$ cat src/logic/rstm_pkg.sv
`default_nettype none
package rstm_pkg;

    // ------------------------------------------------------------------
    // Register offsets
    // ------------------------------------------------------------------
    localparam logic [7:0] OFS_TOP_FLAGS = 8'h1a;
    localparam logic [7:0] OFS_SD_FLAGS = 8'h1b;
    localparam logic [7:0] OFS_LR_FLAGS = 8'h1c;
    localparam logic [7:0] OFS_TOP_LIVE = 8'h1d;
    localparam logic [7:0] OFS_SD_STATUS = 8'h1e;
    localparam logic [7:0] OFS_LR_STATUS = 8'h1f;
    localparam logic [7:0] OFS_TOP_MASKS = 8'h20;

    // ------------------------------------------------------------------
    // Field positions of the rail status registers; rail flag registers use only the INV and LIM ones
    // ------------------------------------------------------------------
    localparam int RAIL1_ON_BIT = 7;
    localparam int RAIL1_INV_BIT = 6;
    localparam int RAIL1_LIM_BIT = 4;
    localparam int RAIL0_ON_BIT = 3;
    localparam int RAIL0_INV_BIT = 2;
    localparam int RAIL0_LIM_BIT = 0;

    // ------------------------------------------------------------------
    // Device level sources, same positions in masks, flags and live bits
    // ------------------------------------------------------------------
    localparam int POWER_OK_BIT = 7;
    localparam int SYNC_CLK_BIT = 4;
    localparam int THERMAL_BIT = 2;
    localparam int LOAD_MEAS_BIT = 0;

    // Implemented bits of each register; all others read as zero.
    localparam logic [7:0] RAIL_STATUS_BITS = 8'hdd;
    localparam logic [7:0] RAIL_FLAG_BITS = 8'h55;
    // Validity flags take either edge; limit flags only the rising one.
    localparam logic [7:0] RAIL_INV_BITS = 8'h44;
    localparam logic [7:0] TOP_SRC_BITS = 8'h95;
    localparam logic [7:0] TOP_LIVE_BITS = 8'h94;

    // Values after reset.
    localparam logic [7:0] TOP_MASKS_RESET = 8'h90;
    localparam logic [7:0] ZERO_RESET = 8'h00;

    // Serial port: seven-bit device address and index of the last bit in a byte.
    localparam logic [6:0] DEV_ADDR_DEFAULT = 7'h60;
    localparam logic [2:0] LAST_BIT = 3'h7;

    typedef enum logic [2:0] {
        ST_IDLE,
        ST_ADDR,
        ST_ACK,
        ST_RXB,
        ST_TXB,
        ST_RXACK
    } rstm_state_t;

endpackage : rstm_pkg
`default_nettype wire

$ cat src/logic/rstm_regs.sv
`timescale 1ns/100ps
`default_nettype none

// Operation
// Step-down converter enable states read at bits 7 and 3, 1 enabled.
// Step-down raw output validity reads at bits 6 and 2, 1 invalid.
// Step-down raw current limit reads at bits 4 and 0, 1 active.
// Linear regulator enable states read at bits 7 and 3, 1 enabled.
// Linear regulator raw output validity reads at bits 6 and 2, 1 invalid.
// Linear regulator raw current limit reads at bits 4 and 0, 1 active.
// A mask bit of 0 lets its interrupt happen and 1 blocks it.
// The power-good mask is bit 7 of the top mask register, reset 1.
// Masks only block interrupts and never touch the live status bits.
// The sync clock mask is bit 4 of the top mask register, reset 1.
// The thermal warning mask is bit 2 of the top mask register, reset 0.
// The load measurement mask is bit 0 of the top mask register, reset 0.
// Per-rail flags latch on their event and clear when written with 1.
// The live thermal warning bit reads 1 above the warning level.
// Reserved bits read zero and writes to status registers do nothing.
// Raw status follows its inputs every cycle and reads have no effect.
module rstm_regs #(
    parameter logic [6:0] DEV_ADDR = rstm_pkg::DEV_ADDR_DEFAULT
) (
    input wire logic ref_clk,
    input wire logic rst_n,
    input wire logic scl_in,
    input wire logic sda_in,
    output logic sda_out,
    output logic sda_oe,
    input wire logic stepdown0_on,
    input wire logic stepdown1_on,
    input wire logic stepdown0_vout_invalid,
    input wire logic stepdown1_vout_invalid,
    input wire logic stepdown0_limit_active,
    input wire logic stepdown1_limit_active,
    input wire logic linreg0_on,
    input wire logic linreg1_on,
    input wire logic linreg0_vout_invalid,
    input wire logic linreg1_vout_invalid,
    input wire logic linreg0_limit_active,
    input wire logic linreg1_limit_active,
    input wire logic power_ok_pin,
    input wire logic ext_sync_clock_invalid,
    input wire logic thermal_warn_in,
    input wire logic load_meas_ready,
    output logic irq_out
);
    import rstm_pkg::*;

    // ------------------------------------------------------------------
    // Register state
    // ------------------------------------------------------------------
    logic [7:0] sd_status_reg;
    logic [7:0] lr_status_reg;
    logic [7:0] top_live_reg;
    logic [7:0] top_masks_reg;
    logic [7:0] top_flags_reg;
    logic [7:0] sd_flags_reg;
    logic [7:0] lr_flags_reg;
    logic irq_reg;
    logic [7:0] sd_status_next;
    logic [7:0] lr_status_next;
    logic [7:0] top_live_next;
    logic [7:0] top_flags_next;
    logic [7:0] sd_flags_next;
    logic [7:0] lr_flags_next;
    logic [7:0] top_masks_next;

    // ------------------------------------------------------------------
    // Serial port state
    // ------------------------------------------------------------------
    rstm_state_t st_reg;
    rstm_state_t st_next;
    logic scl_q_reg;
    logic sda_q_reg;
    logic [7:0] shift_reg;
    logic [7:0] shift_next;
    logic [2:0] cnt_reg;
    logic [2:0] cnt_next;
    logic got_byte_reg;
    logic got_byte_next;
    logic [7:0] ptr_reg;
    logic [7:0] ptr_next;
    logic rw_reg;
    logic rw_next;
    logic have_ptr_reg;
    logic have_ptr_next;
    logic addr_ack_reg;
    logic addr_ack_next;
    logic oe_reg;
    logic oe_next;

    // Raw inputs packed into their register layout, rebuilt every cycle.
    assign sd_status_next = {stepdown1_on, stepdown1_vout_invalid, 1'b0,
        stepdown1_limit_active, stepdown0_on, stepdown0_vout_invalid,
        1'b0, stepdown0_limit_active};
    assign lr_status_next = {linreg1_on, linreg1_vout_invalid, 1'b0,
        linreg1_limit_active, linreg0_on, linreg0_vout_invalid,
        1'b0, linreg0_limit_active};
    assign top_live_next = {power_ok_pin, 2'b00, ext_sync_clock_invalid,
        1'b0, thermal_warn_in, 2'b00};

    // Bus condition detection on the synchronous pin samples.
    wire scl_rise = scl_in & ~scl_q_reg;
    wire scl_fall = ~scl_in & scl_q_reg;
    wire bus_start = scl_in & scl_q_reg & sda_q_reg & ~sda_in;
    wire bus_stop = scl_in & scl_q_reg & ~sda_q_reg & sda_in;
    wire byte_end = scl_fall & got_byte_reg;
    wire addr_hit = shift_reg[7:1] == DEV_ADDR;

    // A write strobe fires once per data byte after the pointer byte.
    wire wr_stb = (st_reg == ST_RXB) & byte_end & have_ptr_reg;
    wire [7:0] wr_clr = wr_stb ? shift_reg : ZERO_RESET;
    wire wr_masks = wr_stb & (ptr_reg == OFS_TOP_MASKS);
    wire wr_top_fl = wr_stb & (ptr_reg == OFS_TOP_FLAGS);
    wire wr_sd_fl = wr_stb & (ptr_reg == OFS_SD_FLAGS);
    wire wr_lr_fl = wr_stb & (ptr_reg == OFS_LR_FLAGS);

    // Event detection against the previous raw samples, except load_meas_ready, which is an event in every cycle it is high.
    wire [7:0] sd_change = sd_status_next ^ sd_status_reg;
    wire [7:0] lr_change = lr_status_next ^ lr_status_reg;
    wire [7:0] sd_events = ((sd_change & sd_status_next) |
        (sd_change & RAIL_INV_BITS)) & RAIL_FLAG_BITS;
    wire [7:0] lr_events = ((lr_change & lr_status_next) |
        (lr_change & RAIL_INV_BITS)) & RAIL_FLAG_BITS;
    wire [7:0] top_events = {top_live_next[POWER_OK_BIT] ^
        top_live_reg[POWER_OK_BIT], 2'b00,
        top_live_next[SYNC_CLK_BIT] & ~top_live_reg[SYNC_CLK_BIT], 1'b0,
        top_live_next[THERMAL_BIT] & ~top_live_reg[THERMAL_BIT], 1'b0,
        load_meas_ready};

    // Flags: a new event wins over a write-1 clear in the same cycle.
    // Masks only stop a top flag from being set; live bits stay raw.
    assign top_flags_next = (top_flags_reg &
        ~(wr_top_fl ? wr_clr : ZERO_RESET)) |
        (top_events & ~top_masks_reg & TOP_SRC_BITS);
    assign sd_flags_next = (sd_flags_reg &
        ~(wr_sd_fl ? wr_clr : ZERO_RESET)) | sd_events;
    assign lr_flags_next = (lr_flags_reg &
        ~(wr_lr_fl ? wr_clr : ZERO_RESET)) | lr_events;
    assign top_masks_next = wr_masks ? (shift_reg & TOP_SRC_BITS)
        : top_masks_reg;

    // Read selection; status registers ignore writes, reads change nothing.
    wire [7:0] rd_data =
        (ptr_reg == OFS_SD_STATUS) ? sd_status_reg :
        (ptr_reg == OFS_LR_STATUS) ? lr_status_reg :
        (ptr_reg == OFS_TOP_LIVE) ? top_live_reg :
        (ptr_reg == OFS_TOP_MASKS) ? top_masks_reg :
        (ptr_reg == OFS_TOP_FLAGS) ? top_flags_reg :
        (ptr_reg == OFS_SD_FLAGS) ? sd_flags_reg :
        (ptr_reg == OFS_LR_FLAGS) ? lr_flags_reg : ZERO_RESET;

    // ------------------------------------------------------------------
    // Serial port sequencer
    // ------------------------------------------------------------------
    // Receive bits on SCL rising, change SDA only on SCL falling so the
    // data line never moves while the clock is high.
    always_comb begin
        st_next = st_reg;
        shift_next = shift_reg;
        cnt_next = cnt_reg;
        got_byte_next = got_byte_reg;
        ptr_next = ptr_reg;
        rw_next = rw_reg;
        have_ptr_next = have_ptr_reg;
        addr_ack_next = addr_ack_reg;
        oe_next = oe_reg;
        case (st_reg)
            ST_ADDR, ST_RXB: begin
                if (scl_rise) begin
                    shift_next = {shift_reg[6:0], sda_in};
                    cnt_next = cnt_reg + 3'h1;
                    got_byte_next = (cnt_reg == LAST_BIT);
                end else if (byte_end) begin
                    got_byte_next = 1'b0;
                    st_next = ST_ACK;
                    oe_next = 1'b1;
                    if (st_reg == ST_ADDR) begin
                        addr_ack_next = 1'b1;
                        rw_next = shift_reg[0];
                        if (!addr_hit) begin
                            st_next = ST_IDLE;
                            oe_next = 1'b0;
                        end
                    end else begin
                        addr_ack_next = 1'b0;
                        have_ptr_next = 1'b1;
                        ptr_next = have_ptr_reg ? ptr_reg + 8'h01
                            : shift_reg;
                    end
                end
            end
            ST_ACK: begin
                if (scl_fall) begin
                    cnt_next = 3'h0;
                    if (addr_ack_reg & rw_reg) begin
                        st_next = ST_TXB;
                        shift_next = rd_data;
                        oe_next = ~rd_data[7];
                    end else begin
                        st_next = ST_RXB;
                        oe_next = 1'b0;
                        if (addr_ack_reg) begin
                            have_ptr_next = 1'b0;
                        end
                    end
                end
            end
            ST_TXB: begin
                if (scl_fall) begin
                    if (cnt_reg == LAST_BIT) begin
                        st_next = ST_RXACK;
                        oe_next = 1'b0;
                        ptr_next = ptr_reg + 8'h01;
                    end else begin
                        oe_next = ~shift_reg[6];
                        shift_next = {shift_reg[6:0], 1'b0};
                        cnt_next = cnt_reg + 3'h1;
                    end
                end
            end
            ST_RXACK: begin
                if (scl_rise & sda_in) begin
                    st_next = ST_IDLE;
                end else if (scl_fall) begin
                    st_next = ST_TXB;
                    cnt_next = 3'h0;
                    shift_next = rd_data;
                    oe_next = ~rd_data[7];
                end
            end
            ST_IDLE: begin
                oe_next = 1'b0;
            end
            default: begin
                st_next = ST_IDLE;
                oe_next = 1'b0;
            end
        endcase
        // Start and stop override whatever byte is in progress.
        if (bus_start) begin
            st_next = ST_ADDR;
            cnt_next = 3'h0;
            got_byte_next = 1'b0;
            oe_next = 1'b0;
        end else if (bus_stop) begin
            st_next = ST_IDLE;
            got_byte_next = 1'b0;
            oe_next = 1'b0;
        end
    end

    // ------------------------------------------------------------------
    // Clocked state
    // ------------------------------------------------------------------
    // Serial port registers.
    always_ff @(posedge ref_clk or negedge rst_n) begin
        if (!rst_n) begin
            st_reg <= ST_IDLE;
            scl_q_reg <= 1'b1;
            sda_q_reg <= 1'b1;
            shift_reg <= ZERO_RESET;
            cnt_reg <= 3'h0;
            got_byte_reg <= 1'b0;
            ptr_reg <= ZERO_RESET;
            rw_reg <= 1'b0;
            have_ptr_reg <= 1'b0;
            addr_ack_reg <= 1'b0;
            oe_reg <= 1'b0;
        end else begin
            st_reg <= st_next;
            scl_q_reg <= scl_in;
            sda_q_reg <= sda_in;
            shift_reg <= shift_next;
            cnt_reg <= cnt_next;
            got_byte_reg <= got_byte_next;
            ptr_reg <= ptr_next;
            rw_reg <= rw_next;
            have_ptr_reg <= have_ptr_next;
            addr_ack_reg <= addr_ack_next;
            oe_reg <= oe_next;
        end
    end

    // Status, masks and flags; status is resampled every cycle.
    always_ff @(posedge ref_clk or negedge rst_n) begin
        if (!rst_n) begin
            sd_status_reg <= ZERO_RESET;
            lr_status_reg <= ZERO_RESET;
            top_live_reg <= ZERO_RESET;
            top_masks_reg <= TOP_MASKS_RESET;
            top_flags_reg <= ZERO_RESET;
            sd_flags_reg <= ZERO_RESET;
            lr_flags_reg <= ZERO_RESET;
            irq_reg <= 1'b0;
        end else begin
            sd_status_reg <= sd_status_next;
            lr_status_reg <= lr_status_next;
            top_live_reg <= top_live_next;
            top_masks_reg <= top_masks_next;
            top_flags_reg <= top_flags_next;
            sd_flags_reg <= sd_flags_next;
            lr_flags_reg <= lr_flags_next;
            irq_reg <= |top_flags_next;
        end
    end

    // Open drain: the line is only ever pulled low.
    assign sda_out = 1'b0 & oe_reg;
    assign sda_oe = oe_reg;
    assign irq_out = irq_reg;

endmodule : rstm_regs
`default_nettype wire

$ cat config.mk
export PLATFORM = sky130hd
export DESIGN_NAME = rstm_regs
export DESIGN_NICKNAME = d
export VERILOG_FILES = /design/src/logic/rstm_pkg.sv /design/src/logic/rstm_regs.sv
export SDC_FILE = /design/constraint.sdc
export NUM_CORES = 1
export LEC_CHECK = 0
export BUFFER_PORTS_ARGS = -buffer_cell sky130_fd_sc_hd__buf_2
export CAP_MARGIN = 20
export CORE_ASPECT_RATIO = 0.7
export CORE_MARGIN = 4
export CORE_UTILIZATION = 40
export DETAILED_ROUTE_END_ITERATION = 8
export GPL_ROUTABILITY_DRIVEN = 0
export PLACE_DENSITY_LB_ADDON = 0.2
export SYNTH_ARGS = -nofsm -noshare
export SYNTH_HDL_FRONTEND = slang
export SYNTH_SLANG_ARGS = --single-unit
$ cat constraint.sdc
create_clock -name ref_clk -period 6.55 [get_ports ref_clk]
set_input_delay 0 -clock ref_clk [delete_from_list [all_inputs] [get_ports ref_clk]]
set_output_delay 0 -clock ref_clk [all_outputs]
set_load 0.05 [all_outputs]
==> impl_metrics.yaml <==
status:
  status: "finished, final reports clean"
synth:
  synthArstFlopShare: 1.00
  synth-edff-count: 0
  synth.distinct_cells: 59
  yosysMostFrequentCell: "dfrtp_1"
  synthCells: 420
  synth-seq-cells: 73
  synth_top_area_cell: "dfrtp_1"
  syn-num-nets: 446
  synth_top_area_frac: 0.440
  netlist_top_cells_area: "dfrtp_1, nand2_1, a21oi_1, dfstp_2, nand3_1"
  ys.warnings.count: 0
  synth_common_cells: "dfrtp_1, nand2_1, a21oi_1, clkbuf_1"
  yosys_most_used_dff: "dfrtp_1"
  ys_seq_area_frac: 0.467
  avgSynthCellArea_um2: 9.34
  syn_area_mm2: 0.00392
cells_and_area:
  drive_gt1_frac: 0.119
  nets: 467
  antennaDiodeCount: 0
  instances_no_fill: 570
  fin_area_mm2: 0.00456
  utilization: 0.489
  synthToLayoutAreaGrowth_pct: 16.3
route:
  via_per_inst: 5.79
  routedWlPerCell_um: 18.2
  wl_mm: 10.4
  drcViolationCount: 0
  drt_iter0_drc: 308
  ant_nets: 0
  vias: 3303
  drtPass1Iterations: 5
clocking:
  cts_tree: "built"
  cts_setup_buffers: 0
  clk_path_buf_depth: 2
  htree_num_levels: 3
  cts_buffers: 9
  cts.sinks: 73
  clk_pin_slew_ns: 0.06
  clk_latency_ns: 0.34
  clockRootBuffer: "clkbuf_16"
sta:
  hold_viol: 0
  worst_hold_slack_ns: 0.296
  finalSetupViolations: 0
  slew_violations: 0
  max_freq_mhz: 350
  slew_headroom: 0.309
  finalCriticalPeriod_ns: 2.86
  tns_ns: 0
  grt_setup_unrepaired: "false"
  fin_crit_sh: 0.436
  worst_pin_slew_ns: 1.04
  clock_skew_ns: 0.00895
worst_setup_path:
  cp_max_fo: 26
  r2r_cells: 7
  worstSetupPathType: "register to register"
  r2r_start: "ptr_reg[0]"
  cp-end-kind: "register"
  start_kind: "register"
  r2r-end: "irq_out"
  rrSetupSlack_ns: 3.69
  required_ns: 6.76
  critPathArrivalTime_ns: 3.07
floorplan:
  dieArea_mm2: 0.0115
  core.rowCount: 29
  start_util: 0.421
  core_mm2: 0.00933
  fp.dieW_um: 126
  io_pins: 23
  die_y_um: 90.9
placement:
  hpwlAfterDp_mm: 7.19
  dp.cells: 535
  numPortBuffers: 21
  placed_cell_area_mm2: 0.00407
job:
  max_cap_viol_count: 0
min_path:
  min_path_cells: 2
  hold-path-endpoint: "lr_status_reg[7]"
  holdCritPathClass: "input pin to register"
  hp-start: "linreg1_on"
pwr:
  leakage_nw: 1.84
  powerDensity_mw_per_mm2: 329
  peakVddDrop_mv: 0.127
grt:
  grt_use_total: 0.193
  grt_max_degree: 74
  grt_antenna_before_repair: 0
  grt_pass1_vias: 3136
  grt_pass1_wl_mm: 17.3
  grt_overflow: 0
power breakdown:
part	switching (mW)	total, mW	internal, mW
Sequential	0.130	0.638	0.508
Combinational	0.213	0.366	0.153
Clock	0.194	0.499	0.306
Total	0.537	1.50	0.966
cell families (layout without fill, tap and decap cells):
group | count (synthesis) | count (layout) | share of synthesized area
buf+inv | 45 | 71 | 0.0446
mux | 7 | 7 | 0.0198
flops | 73 | 73 | 0.467
compound gates | 135 | 135 | 0.238
xor+xnor | 6 | 6 | 0.0134
other cells | 1 | 1 | 0.000956
simple gates | 147 | 147 | 0.198
fa+ha+maj | 6 | 6 | 0.0191
critical path: stages (launching register included):
cell and delay (ns):
dfrtp_1 0.39, inv_1 0.14, ha_1 0.77, nand3b_1 0.34, nor4_4 0.52, o21ai_1 0.15, a211oi_1 0.28, nand4b_1 0.12
what timing repair did:
action                                 in CTS  in global routing
hold buffers                               19                  0
setup endpoints to repair                   0                  0
gates resized for setup                     0                  0
endpoints found under the hold margin      98                  0
routing by layer:
metal | up-vias | wire [um] | global-route usage
li1 | 1589 | - | -
met1 | 1608 | 5390 | 0.306
met2 | 98 | 4090 | 0.251
met3 | 8 | 803 | 0.0532
met4 | 0 | 116 | 0.0554
met5 | - | 0 | 0
cell type report:
class / count / area, um^2
well taps: 124 / 155
fillers: 861 / 4760
inverters: 15 / 56.3
clock inverters: 6 / 65.1
clock buffers: 10 / 239
flip-flops and latches: 73 / 1830
multi-input cells: 302 / 1920
repair buffers: 40 / 298
worst max-delay path by stage:
stage                          start      end  depth (start not counted)
after floorplan           ptr_reg[0]  irq_out                          8
after global placement    ptr_reg[0]  irq_out                          7
after CTS                 ptr_reg[0]  irq_out                          7
after global routing      ptr_reg[0]  irq_out                          7
after detailed placement  ptr_reg[0]  irq_out                          7
final                     ptr_reg[0]  irq_out                          7
through the flow:
step	setup slack, ns	total power [mW]
after floorplan	4.49	0.881
after global placement	3.82	0.988
after detailed placement	3.72	0.995
after CTS	3.69	1.51
after global routing	3.45	1.60
final	3.69	1.50
cells in the final DEF, fill, tap and decap left out, types with 8 or more instances in the layout:
master,instances
clkbuf_16,9
dfrtp_1,69
nand3_1,21
a21boi_0,9
buf_2,20
nor2_1,21
a21o_1,8
a21oi_1,27
nor3_1,12
inv_1,15
a22o_1,9
o21ai_0,19
dlygate4sd3_1,19
nand2_1,48
Power figures use the tool's default switching activity.
